**src/inc/slave_i2c_pkg.sv**
```systemverilog
// slave i2c port package: register offsets, field positions, reset values
// assumes an 8-bit special function register space addressed by byte offset
package slave_i2c_pkg;
    // register offsets
    localparam logic [7:0] ADDR_SLAVE_ADDRESS = 8'hE9;
    localparam logic [7:0] ADDR_CONTROL_STATUS = 8'hEA;
    localparam logic [7:0] ADDR_RX_BYTE_ONE = 8'hEB;
    localparam logic [7:0] ADDR_RX_TWO_TX_BYTE = 8'hEC;
    localparam logic [7:0] ADDR_FLAG_STATUS = 8'hED;
    localparam logic [7:0] ADDR_FLAG_MASK = 8'hEE;
    // control/status field positions
    localparam int BIT_MASTER_IRQ_ENABLE = 7;
    localparam int BIT_TX_DONE_IRQ_ENABLE = 6;
    localparam int BIT_RX_TWO_IRQ_ENABLE = 5;
    localparam int BIT_RX_ONE_IRQ_ENABLE = 4;
    localparam int BIT_TX_DONE_FLAG = 2;
    localparam int BIT_RX_TWO_DONE_FLAG = 1;
    localparam int BIT_RX_ONE_DONE_FLAG = 0;
    localparam int BIT_SLAVE_PORT_ENABLE = 0;
    // reset values
    localparam logic [7:0] RST_SLAVE_ADDRESS = 8'h64;
    localparam logic [7:0] RST_CONTROL_STATUS = 8'h04;
    localparam logic [2:0] RST_EVENT_MASK = 3'h0;
    // bus timing: 100 mhz system clock; the two-stage synchroniser alone
    // delays sda past the scl fall, so an 80 ns link clock still fits
    localparam int CLK_PERIOD_NS = 10;
    localparam int HOLD_TIME_NS = 0;
    localparam int HOLD_CYCLES = (HOLD_TIME_NS + CLK_PERIOD_NS - 1) / CLK_PERIOD_NS;
    // link engine states
    typedef enum logic [2:0] {
        ST_IDLE = 3'b000,
        ST_ADDR = 3'b001,
        ST_ACK = 3'b010,
        ST_RX = 3'b011,
        ST_TX = 3'b100,
        ST_TX_ACK = 3'b101
    } link_state_type;
endpackage : slave_i2c_pkg

```
**src/hw/slave_i2c_port.sv**
```systemverilog
// slave i2c port with its register set, bus engine and interrupt logic
// assumes SCL and SDA arrive asynchronous, open drain resolved by the bench
// What this block does
// - control bit 7 enables the master i2c interrupt, reset zero
// - control bit 6 enables the transmit done interrupt, together with event mask bit 2, reset zero
// - control bit 5 enables the second byte received interrupt, together with event mask bit 1, reset zero
// - control bit 4 enables the first byte received interrupt, together with event mask bit 0, reset zero
// - bit 2 set by hardware when transmission ends, write zero clears, resets one
// - bit 1 set when second receive byte arrives, write zero clears, reset zero
// - bit 0 set when first receive byte arrives, write zero clears, reset zero
// - first received byte readable in a read only register, undefined at reset
// - reading the shared data location returns the second received byte
// - writing the shared data location loads the transmit byte only
// - port answers the 7-bit address in address bits 7..1, reset 64h
// - address bit 0 enables the slave port, reset zero
`timescale 1ns/1ps
module slave_i2c_port
    import slave_i2c_pkg::*;
(
    // clock and reset
    input wire logic CLK,
    input wire logic SRST,
    // register port
    input wire logic [7:0] ADDR,
    input wire logic [7:0] WDATA,
    input wire logic WR,
    input wire logic RD,
    output logic [7:0] RDATA,
    // master i2c interrupt source from the master engine
    input wire logic MASTER_IRQ_EVENT,
    // interrupt outputs
    output logic IRQ,
    output logic MASTER_IRQ,
    // i2c pins
    input wire logic SCL_IN,
    input wire logic SDA_IN,
    output logic SDA_OUT,
    output logic SDA_OE
);
    // registers
    logic [7:0] slave_address_reg;
    logic [3:0] irq_enable;       // bits 7..4 of control
    logic [2:0] done_flags;       // bits 2..0 of control
    logic [7:0] first_rx_byte;
    logic [7:0] second_rx_byte;
    logic [7:0] tx_byte;
    logic [2:0] event_mask;
    logic master_flag;
    // synchronisers
    logic [1:0] scl_sync;
    logic [1:0] sda_sync;
    logic scl_prev;
    logic sda_prev;
    // engine state
    link_state_type state;
    logic [3:0] bit_count;
    logic [7:0] shift;
    logic is_read;
    logic [1:0] byte_index;
    logic ack_drive;
    logic [7:0] hold_count;
    logic sda_drive;
    logic sda_level;
    // events
    logic ev_tx_done;
    logic ev_rx_one;
    logic ev_rx_two;
    logic ctrl_wr;
    logic [7:0] control_read;
    logic port_enable;

    // two flip-flop synchronisers; only the second stage is read
    always_ff @(posedge CLK) begin
        if (SRST) begin
            scl_sync <= 2'h3;
            sda_sync <= 2'h3;
        end else begin
            scl_sync <= {scl_sync[0], SCL_IN};
            sda_sync <= {sda_sync[0], SDA_IN};
        end
    end

    // previous synchronised levels for edge detection
    always_ff @(posedge CLK) begin
        if (SRST) begin
            scl_prev <= 1'b1;
            sda_prev <= 1'b1;
        end else begin
            scl_prev <= scl_sync[1];
            sda_prev <= sda_sync[1];
        end
    end

    wire scl = scl_sync[1];
    wire sda = sda_sync[1];
    wire scl_rise = scl & ~scl_prev;
    wire scl_fall = ~scl & scl_prev;
    wire start_cond = scl & scl_prev & sda_prev & ~sda;
    wire stop_cond = scl & scl_prev & ~sda_prev & sda;
    assign port_enable = slave_address_reg[BIT_SLAVE_PORT_ENABLE];
    assign ctrl_wr = WR && (ADDR == ADDR_CONTROL_STATUS);

    // i2c slave engine: address phase, then two writes or reads of the tx byte
    always_ff @(posedge CLK) begin
        if (SRST || !port_enable) begin
            state <= ST_IDLE;
            bit_count <= 4'h0;
            shift <= 8'h00;
            is_read <= 1'b0;
            byte_index <= 2'h0;
            ack_drive <= 1'b0;
            ev_tx_done <= 1'b0;
            ev_rx_one <= 1'b0;
            ev_rx_two <= 1'b0;
        end else begin
            ev_tx_done <= 1'b0;
            ev_rx_one <= 1'b0;
            ev_rx_two <= 1'b0;
            if (start_cond) begin
                state <= ST_ADDR;
                bit_count <= 4'h0;
                byte_index <= 2'h0;
                ack_drive <= 1'b0;
            end else if (stop_cond) begin
                state <= ST_IDLE;
                ack_drive <= 1'b0;
            end else begin
                unique case (state)
                    ST_IDLE: begin
                        ack_drive <= 1'b0;
                    end
                    ST_ADDR, ST_RX: begin
                        if (scl_rise) begin
                            shift <= {shift[6:0], sda};
                            bit_count <= bit_count + 4'h1;
                        end else if (scl_fall && bit_count == 4'h8) begin
                            bit_count <= 4'h0;
                            if (state == ST_ADDR) begin
                                if (shift[7:1] == slave_address_reg[7:1]) begin
                                    is_read <= shift[0];
                                    ack_drive <= 1'b1;
                                    state <= ST_ACK;
                                end else begin
                                    state <= ST_IDLE;
                                end
                            end else begin
                                // byte order: first byte then second, extra bytes ignored
                                if (byte_index == 2'h0) begin
                                    ev_rx_one <= 1'b1;
                                end else if (byte_index == 2'h1) begin
                                    ev_rx_two <= 1'b1;
                                end
                                if (byte_index != 2'h3) begin
                                    byte_index <= byte_index + 2'h1;
                                end
                                ack_drive <= 1'b1;
                                state <= ST_ACK;
                            end
                        end
                    end
                    ST_ACK: begin
                        // release ack on the falling edge, then turn to data
                        if (scl_fall) begin
                            ack_drive <= 1'b0;
                            if (is_read) begin
                                shift <= tx_byte;
                                state <= ST_TX;
                            end else begin
                                state <= ST_RX;
                            end
                        end
                    end
                    ST_TX: begin
                        if (scl_fall) begin
                            shift <= {shift[6:0], 1'b1};
                            bit_count <= bit_count + 4'h1;
                            if (bit_count == 4'h7) begin
                                state <= ST_TX_ACK;
                                bit_count <= 4'h0;
                            end
                        end
                    end
                    ST_TX_ACK: begin
                        // master ack or nack on this rising edge ends the byte
                        if (scl_rise) begin
                            ev_tx_done <= 1'b1;
                            state <= sda ? ST_IDLE : ST_ACK;
                        end
                    end
                    default: state <= ST_IDLE;
                endcase
            end
        end
    end

    // receive registers loaded from the shifter on completion
    always_ff @(posedge CLK) begin
        if (ev_rx_one) begin
            first_rx_byte <= shift;
        end
        if (ev_rx_two) begin
            second_rx_byte <= shift;
        end
    end

    // transmit byte written by software; receive byte two untouched
    always_ff @(posedge CLK) begin
        if (SRST) begin
            tx_byte <= 8'h00;
        end else if (WR && ADDR == ADDR_RX_TWO_TX_BYTE) begin
            tx_byte <= WDATA;
        end
    end

    // address and enable register
    always_ff @(posedge CLK) begin
        if (SRST) begin
            slave_address_reg <= RST_SLAVE_ADDRESS;
        end else if (WR && ADDR == ADDR_SLAVE_ADDRESS) begin
            slave_address_reg <= WDATA;
        end
    end

    // interrupt enables in control bits 7..4
    always_ff @(posedge CLK) begin
        if (SRST) begin
            irq_enable <= RST_CONTROL_STATUS[7:4];
        end else if (ctrl_wr) begin
            irq_enable <= WDATA[7:4];
        end
    end

    // done flags: hardware set wins over a software clear in the same cycle
    always_ff @(posedge CLK) begin
        if (SRST) begin
            done_flags <= RST_CONTROL_STATUS[2:0];
        end else begin
            for (int i = 0; i < 3; i++) begin
                if (ctrl_wr && !WDATA[i]) begin
                    done_flags[i] <= 1'b0;
                end
            end
            if (ev_tx_done) begin
                done_flags[BIT_TX_DONE_FLAG] <= 1'b1;
            end
            if (ev_rx_two) begin
                done_flags[BIT_RX_TWO_DONE_FLAG] <= 1'b1;
            end
            if (ev_rx_one) begin
                done_flags[BIT_RX_ONE_DONE_FLAG] <= 1'b1;
            end
        end
    end

    // event mask register gates flags onto the interrupt line
    always_ff @(posedge CLK) begin
        if (SRST) begin
            event_mask <= RST_EVENT_MASK;
        end else if (WR && ADDR == ADDR_FLAG_MASK) begin
            event_mask <= WDATA[2:0];
        end
    end

    // master engine event held sticky; write one to clear, event wins
    always_ff @(posedge CLK) begin
        if (SRST) begin
            master_flag <= 1'b0;
        end else if (MASTER_IRQ_EVENT) begin
            master_flag <= 1'b1;
        end else if (WR && ADDR == ADDR_FLAG_STATUS && WDATA[3]) begin
            master_flag <= 1'b0;
        end
    end

    // interrupt outputs; mask bit set means the flag may interrupt
    always_ff @(posedge CLK) begin
        if (SRST) begin
            IRQ <= 1'b0;
            MASTER_IRQ <= 1'b0;
        end else begin
            IRQ <= |(done_flags & irq_enable[2:0] & event_mask);
            MASTER_IRQ <= master_flag & irq_enable[3];
        end
    end

    assign control_read = {irq_enable, 1'b0, done_flags};

    // register read, data one cycle after the strobe; unmapped reads zero
    always_ff @(posedge CLK) begin
        if (SRST) begin
            RDATA <= 8'h00;
        end else if (RD) begin
            unique case (ADDR)
                ADDR_SLAVE_ADDRESS: RDATA <= slave_address_reg;
                ADDR_CONTROL_STATUS: RDATA <= control_read;
                ADDR_RX_BYTE_ONE: RDATA <= first_rx_byte;
                ADDR_RX_TWO_TX_BYTE: RDATA <= second_rx_byte;
                ADDR_FLAG_STATUS: RDATA <= {4'h0, master_flag, done_flags};
                ADDR_FLAG_MASK: RDATA <= {5'h00, event_mask};
                default: RDATA <= 8'h00;
            endcase
        end else begin
            RDATA <= 8'h00;
        end
    end

    // sda driver: ack low, or transmit bit low; hold time after scl fall
    always_ff @(posedge CLK) begin
        if (SRST) begin
            hold_count <= 8'h00;
            sda_level <= 1'b1;
        end else if (scl_fall) begin
            hold_count <= 8'(HOLD_CYCLES);
        end else if (hold_count != 8'h00) begin
            hold_count <= hold_count - 8'h01;
        end else begin
            sda_level <= ~(ack_drive || (state == ST_TX && !shift[7]));
        end
    end

    assign sda_drive = ~sda_level;
    assign SDA_OUT = 1'b0;
    assign SDA_OE = sda_drive;
endmodule : slave_i2c_port

```
**config.mk**
```make
export PLATFORM = sky130hd
export DESIGN_NAME = slave_i2c_port
export DESIGN_NICKNAME = d
export VERILOG_FILES = /design/src/inc/slave_i2c_pkg.sv /design/src/hw/slave_i2c_port.sv
export SDC_FILE = /design/constraint.sdc
export NUM_CORES = 1
export LEC_CHECK = 0
export BUFFER_PORTS_ARGS = -buffer_cell sky130_fd_sc_hd__buf_2
export CORE_ASPECT_RATIO = 0.9
export CORE_MARGIN = 3
export CORE_UTILIZATION = 45
export DETAILED_ROUTE_END_ITERATION = 12
export PLACE_DENSITY = 0.65
export SYNTH_ARGS = -nofsm -noshare
export SYNTH_HDL_FRONTEND = slang
export SYNTH_SLANG_ARGS = --single-unit
```
**constraint.sdc**
```tcl
create_clock -name CLK -period 4.05 [get_ports CLK]
set_clock_uncertainty 0.15 [all_clocks]
set_input_delay 0.6075 -clock CLK [delete_from_list [all_inputs] [get_ports CLK]]
set_output_delay 0.6075 -clock CLK [all_outputs]
set_load 0.02 [all_outputs]
```
==> results of run 1 <==
-- cell type report --
cell class | instances | share of cell area [%]
Sequential cell | 90 | 44.76
Tap cell | 115 | 3.283
Clock buffer | 13 | 3.882
Multi-Input combinational cell | 296 | 42.62
Timing Repair Buffer | 35 | 4.111
Clock inverter | 2 | 0.2284
Inverter | 13 | 1.113
-- layer usage --
layer	share of wire, %	vias to the layer above	GRT usage [%]
met2	45	76	28.90
met1	49	1407	25.12
met3	5.3	7	4.265
li1	-	1529	-
met5	0	-	0
met4	0.68	0	4.372
-- worst min-delay path: stages (launching register included) --
cell     delay (ns)
dfxtp_1        0.31
nor2_1         0.04
nand2_1        0.04
-- power by group through the flow --
stage	combinational, uW	clock [uW]	sequential [uW]
final	281	569	991
after global routing	319	619	998
after CTS	283	584	991
after detailed placement	281	0	1010
after global placement	272	0	1010
after floorplan	229	0	1000
-- per-stage QoR --
step / setup WS, ns / utilization (%) / cell area (um^2) / hold slack (ns) / total power [uW]
2_1_floorplan: 2.005 / - / 3973 / 0.2321 / 1232
3_3_place_gp: 1.396 / 50.63 / 4203 / 0.2416 / 1281
3_5_place_dp: 1.341 / 50.63 / 4203 / 0.2475 / 1293
4_1_cts: 1.644 / 52.80 / 4383 / 0.2636 / 1859
5_1_grt: 1.367 / 52.80 / 4383 / 0.2622 / 1936
6_report: 1.635 / 52.80 / 4383 / 0.2630 / 1840
-- cells by family after synthesis --
kind of cell,after synthesis,synth area share [%]
multiplexers,32,8.063
buffers and inverters,34,3.591
AND/OR/NAND/NOR,166,21.01
XOR/XNOR,16,3.527
other,1,0.09440
adder cells (fa/ha/maj),6,1.890
flip-flops,90,49.39
AO/OA/AOI/OAI,75,12.44
-- synth_stat cells, types with 3 or more instances --
master	number	area share [%]
a211o_1	4	0.88
a211oi_1	8	1.5
a21oi_1	17	2.1
a22oi_1	13	2.5
and3b_1	3	0.66
buf_2	7	0.88
clkbuf_1	10	0.94
dfxtp_1	74	37
edfxtp_1	16	12
ha_1	6	1.9
inv_1	13	1.2
mux2i_1	32	8.1
nand2_1	24	2.3
nand2b_1	10	1.6
nand3_1	17	2.1
nand3b_1	6	1.1
nor2_1	60	5.7
nor2b_1	9	1.4
nor3_1	9	1.1
nor3b_1	3	0.57
nor4_1	3	0.47
o21ai_0	17	2.1
o22ai_1	3	0.47
or2_2	7	1.1
xnor2_1	5	1.1
xor2_1	11	2.4
-- path summary, 6_finish.rpt --
path | endpoint | startpoint | cells past startpoint | slack (ns)
max | shift[1]$_SDFFE_PP0P_ | scl_prev$_SDFF_PP1_ | 5 | 1.64
min | done_flags[2]$_SDFFE_PP1P_ | ev_tx_done$_SDFF_PP0_ | 2 | 0.26
max reg2reg | shift[1]$_SDFFE_PP0P_ | scl_prev$_SDFF_PP1_ | 5 | 1.64
min reg2reg | done_flags[2]$_SDFFE_PP1P_ | ev_tx_done$_SDFF_PP0_ | 2 | 0.26
-- cell usage in the layout, fill, tap and decap left out, types with 2 or more instances in the layout --
| master | count |
|---|---|
| dfxtp_1 | 74 |
| nor2_1 | 60 |
| buf_2 | 33 |
| mux2i_1 | 32 |
| nand2_1 | 24 |
| nand3_1 | 17 |
| o21ai_0 | 17 |
| a21oi_1 | 17 |
| edfxtp_1 | 16 |
| inv_1 | 13 |
| a22oi_1 | 13 |
| xor2_1 | 11 |
| nand2b_1 | 10 |
| clkbuf_8 | 10 |
| nor3_1 | 9 |
| nor2b_1 | 9 |
| a211oi_1 | 8 |
| or2_2 | 7 |
| nand3b_1 | 6 |
| ha_1 | 6 |
| xnor2_1 | 5 |
| a211o_1 | 4 |
| and3b_1 | 3 |
| nor3b_1 | 3 |
| o22ai_1 | 3 |
| nor4_1 | 3 |
| nand4_1 | 2 |
| and3_1 | 2 |
| or4_1 | 2 |
| nor3_2 | 2 |
| or3_1 | 2 |
| a32oi_1 | 2 |
| o32ai_1 | 2 |
| clkbuf_1 | 2 |
| clkinv_2 | 2 |
| buf_4 | 2 |
==> flow_summary.json, run 1 <==
{
  "status": "completed",
  "path_class": "register to register",
  "seq_area_frac_synth_pct": 49.39,
  "numPortBuffers": 33,
  "p_int_uw": 1350,
  "max-vdd-ir-drop_mv": 0.1961,
  "ctsLongestPathBuffers": 2,
  "worstPathCellList": "nor2b_1 -> a32oi_1 -> o21ai_2 -> nor2_1 -> a211oi_1",
  "die_y_um": 95.14,
  "crit_fanout": 15,
  "cts.repair.resized": 0,
  "fin_setup_tns_ns": 0,
  "crit_family": "compound AO/OA/AOI/OAI gates",
  "clkTransAtPathRegs_ns": 0.09,
  "start_util_pct": 47.86,
  "slew_headroom_pct": 41.52,
  "switching_share_pct": 26.60,
  "cp-end-kind": "register",
  "antenna_found_initial": 0,
  "dr.pass1.iters": 4,
  "ctsHoldBuffers": 0,
  "cp.required_ns": 4.17,
  "fillers": 804,
  "seqCellArea_mm2": 0.001962,
  "diodes": 0,
  "critPathLaunchType": "register",
  "core_mm2": 0.008300,
  "wire_per_inst_um": 15.41,
  "final_cells": 564,
  "power_density_mw_per_mm2": 419.8,
  "grt_pass1_wl_um": 14410,
  "dpl.cell_count": 549,
  "ys_types": 51,
  "leakagePower_uw": 0.001577,
  "postSynthCellCount": 420,
  "syn-mean-instance-area_um2": 9.458,
  "fin_crit_ns": 2.415,
  "rsz0062_at_grt": "no",
  "row_count": 31,
  "p_seq_share_pct": 53.8,
  "drt.antenna.violating_nets": 0,
  "layout.nets": 474,
  "max_stage_delay_ns": 0.57,
  "cp.arrival_ns": 2.53,
  "dp_hpwl_um": 6268,
  "multi_input_area_mm2": 0.001868,
  "track_usage_pct": 18.13,
  "gp_congestion": 0.8473,
  "crit_buf_inv": 0,
  "area.growth.synth_to_final_pct": 10.33,
  "tightest_slew_ns": 0.8725,
  "die_area_mm2": 0.009993,
  "cts_setup_buffers": 0,
  "cts_tree": "built",
  "yosysWarnings": 0,
  "hold_viol": 0,
  "grt.overflow.total": 0,
  "syn-cell-area_mm2": 0.003973,
  "root_buffer": "clkbuf_8",
  "hold_path.class": "register to register",
  "vias": 3019,
  "crit_slowest_cell": "nor2b_1",
  "numCtsBuffers": 9,
  "cts.sinks": 90,
  "max-cap-violations": 0,
  "clkPwrFrac_pct": 30.9,
  "io_pins": 35,
  "synth_edf_count": 16,
  "wirelength_um": 8694,
  "postSynth.asyncResetShare_pct": 0,
  "final_layout_size_suffix_gt1_share_pct": 13.14,
  "htree_num_levels": 3,
  "ys.flop_type": "dfxtp_1",
  "finalCritPeriodShare_pct": 59.62,
  "p_sw_uw": 489.4,
  "drt-initial-drc-count": 182,
  "report.final.setup_viol": 0,
  "clock_latency_ns": 0.36,
  "combPwrFrac_pct": 15.2,
  "ys_ff_latch": 90,
  "fmax_mhz": 414.1,
  "viasPerCell": 5.353,
  "drc": 0,
  "grt_max_degree": 42,
  "first_global_vias": 2900,
  "die_x_um": 105.0,
  "syn_nets": 449,
  "finalMaxSlewViolations": 0
}
No activity file was read; power rests on OpenSTA's default activity.
==> run 2, diff against run 1 <==
clock period = 2.4 ns   (was 4.05 ns; I/O delays follow)
==> run 2 against run 1 <==
  * Die area is the same
  * Flip-flop and latch count is the same
  * Core utilization rose by 1.0 points
  * Combinational power increased by 66%
  * Fmax is 19% higher
  * Hold slack worse by 0.23 ns
  * Worst setup slack worse by 1.3 ns
  * Routed wire length rose by 1.3%
  * Register-to-register slack got worse by 1.3 ns
  * Critical endpoint is now bit_count[3]$_SDFFE_PP0P_
  * Largest cell class unchanged
  * Largest power group unchanged
  * Highest routed layer unchanged
==> flow_summary.json, run 2 (synthesized netlist as in run 1, its figures left out) <==
{
  "status": "completed",
  "ctsHoldBuffers": 0,
  "multi_input_area_mm2": 0.001868,
  "numCtsBuffers": 9,
  "max-vdd-ir-drop_mv": 0.3188,
  "start_util_pct": 47.86,
  "fillers": 788,
  "viasPerCell": 5.308,
  "cts_setup_buffers": 0,
  "report.final.setup_viol": 0,
  "path_class": "register to register",
  "routedLengthMet1_um": 4436,
  "hold_viol": 0,
  "cts.sinks": 90,
  "row_count": 31,
  "clkPwrFrac_pct": 31.8,
  "wire_per_inst_um": 15.34,
  "grt.overflow.total": 0,
  "seqCellArea_mm2": 0.001962,
  "critPathLaunchType": "register",
  "grt_max_degree": 26,
  "grt_pass1_wl_um": 14590,
  "first_global_vias": 2858,
  "die_area_mm2": 0.009993,
  "power_density_mw_per_mm2": 702.0,
  "antenna_found_initial": 0,
  "numPortBuffers": 33,
  "vias": 3047,
  "core_mm2": 0.008300,
  "layout.nets": 483,
  "track_usage_pct": 18.53,
  "die_y_um": 95.14,
  "wl_met2_um": 3874,
  "wirelength_um": 8808,
  "rsz0062_at_grt": "no",
  "p_sw_uw": 825.7,
  "worstPathCellList": "nand2b_1 -> nor3_1 -> nor2_1 -> nand3b_1 -> o32ai_1",
  "die_x_um": 105.0,
  "area.growth.synth_to_final_pct": 12.50,
  "p_int_uw": 2312,
  "drc": 0,
  "final_cells": 574,
  "dr.pass1.iters": 4,
  "drt.antenna.violating_nets": 0,
  "crit_fanout": 15,
  "diodes": 0,
  "cp.arrival_ns": 2.14,
  "cts_tree": "built",
  "root_buffer": "clkbuf_8",
  "pre_cts_slack_ns": 0.3979,
  "final_layout_size_suffix_gt1_share_pct": 15.47,
  "p_total_uw": 3137,
  "io_pins": 35,
  "crit_family": "simple AND/OR/NAND/NOR gates",
  "crit_slowest_cell": "dfxtp_1",
  "clkTransAtPathRegs_ns": 0.08,
  "max-cap-violations": 0,
  "routed.top_layer": "met4",
  "combPwrFrac_pct": 14.9,
  "switching_share_pct": 26.32,
  "p_seq_share_pct": 53.3,
  "final_cell_mix": "dfxtp_1 (74), nor2_1 (60), buf_2 (33), mux2i_1 (32), nand2_1 (24)",
  "hold_path.class": "primary input to register",
  "cts.repair.resized": 0,
  "layout_setup_ws_ns": 0.3659,
  "cp.required_ns": 2.51,
  "htree_num_levels": 3,
  "clock_latency_ns": 0.35,
  "fmax_mhz": 491.6,
  "fin_setup_tns_ns": 0,
  "whs_ns": 0.03366,
  "dpl.cell_count": 558,
  "dp_hpwl_um": 6553,
  "fin_crit_ns": 2.034,
  "leakagePower_uw": 0.001633,
  "drt-initial-drc-count": 180,
  "finalMaxSlewViolations": 0,
  "routed-wl-met3_um": 423,
  "max_stage_delay_ns": 0.63,
  "final_common_cell": "dfxtp_1",
  "ctsLongestPathBuffers": 2,
  "crit_buf_inv": 0,
  "finalCritPeriodShare_pct": 84.76,
  "cp-end-kind": "register",
  "gp_congestion": 0.8646
}
run 2: cell count changes in the layout (fill, tap and decap cells not counted):
cell / change
clkinvlp_4: +1
clkbuf_1: -2
clkinv_2: +1
clkbuf_8: +1
buf_4: +9
run 2: final timing paths:
path | start | endpoint | slack (ns) | cells after the start
worst max register to register | state[0]$_SDFFE_PP0P_ | bit_count[3]$_SDFFE_PP0P_ | 0.37 | 5
worst min-delay path | SDA_IN | sda_sync[0]$_SDFF_PP1_ | 0.03 | 2
worst max-delay path | state[0]$_SDFFE_PP0P_ | bit_count[3]$_SDFFE_PP0P_ | 0.37 | 5
worst min register to register | scl_sync[0]$_SDFF_PP1_ | scl_sync[1]$_SDFF_PP1_ | 0.26 | 1
run 2: worst reg2reg max path, delay by kind of cell (launching register included):
kind | cells | cell delay, ns
AND/OR/NAND/NOR | 4 | 0.86
AO/OA/AOI/OAI | 1 | 0.30
flip-flops | 1 | 0.63
run 2: per-layer routing:
layer	track usage, %	vias up
met3	4.130	6
met4	5.574	0
li1	-	1547
met1	25.82	1429
met2	29.01	65
met5	0	-
run 2: cell type report:
class	instances	area share, %
Clock buffer	12	3.947
Sequential cell	90	43.90
Inverter	13	1.092
Tap cell	115	3.219
Multi-Input combinational cell	296	41.80
Clock inverter	4	0.5039
Timing Repair Buffer	44	5.543
run 2: through the flow:
| stage | cell area [um^2] | utilization (%) |
|---|---|---|
| global route | 4469 | 53.84 |
| finish | 4469 | 53.84 |
| floorplan | 3973 | - |
| detailed placement | 4270 | 51.45 |
| CTS | 4469 | 53.84 |
| global placement | 4270 | 51.45 |
run 2: power by group through the flow:
stage | Combinational [uW] | Clock (uW) | Sequential (uW)
after floorplan | 387 | 0 | 1690
after global placement | 460 | 0 | 1700
after detailed placement | 471 | 0 | 1710
after CTS | 474 | 1040 | 1670
after global routing | 541 | 1100 | 1680
final | 466 | 999 | 1670
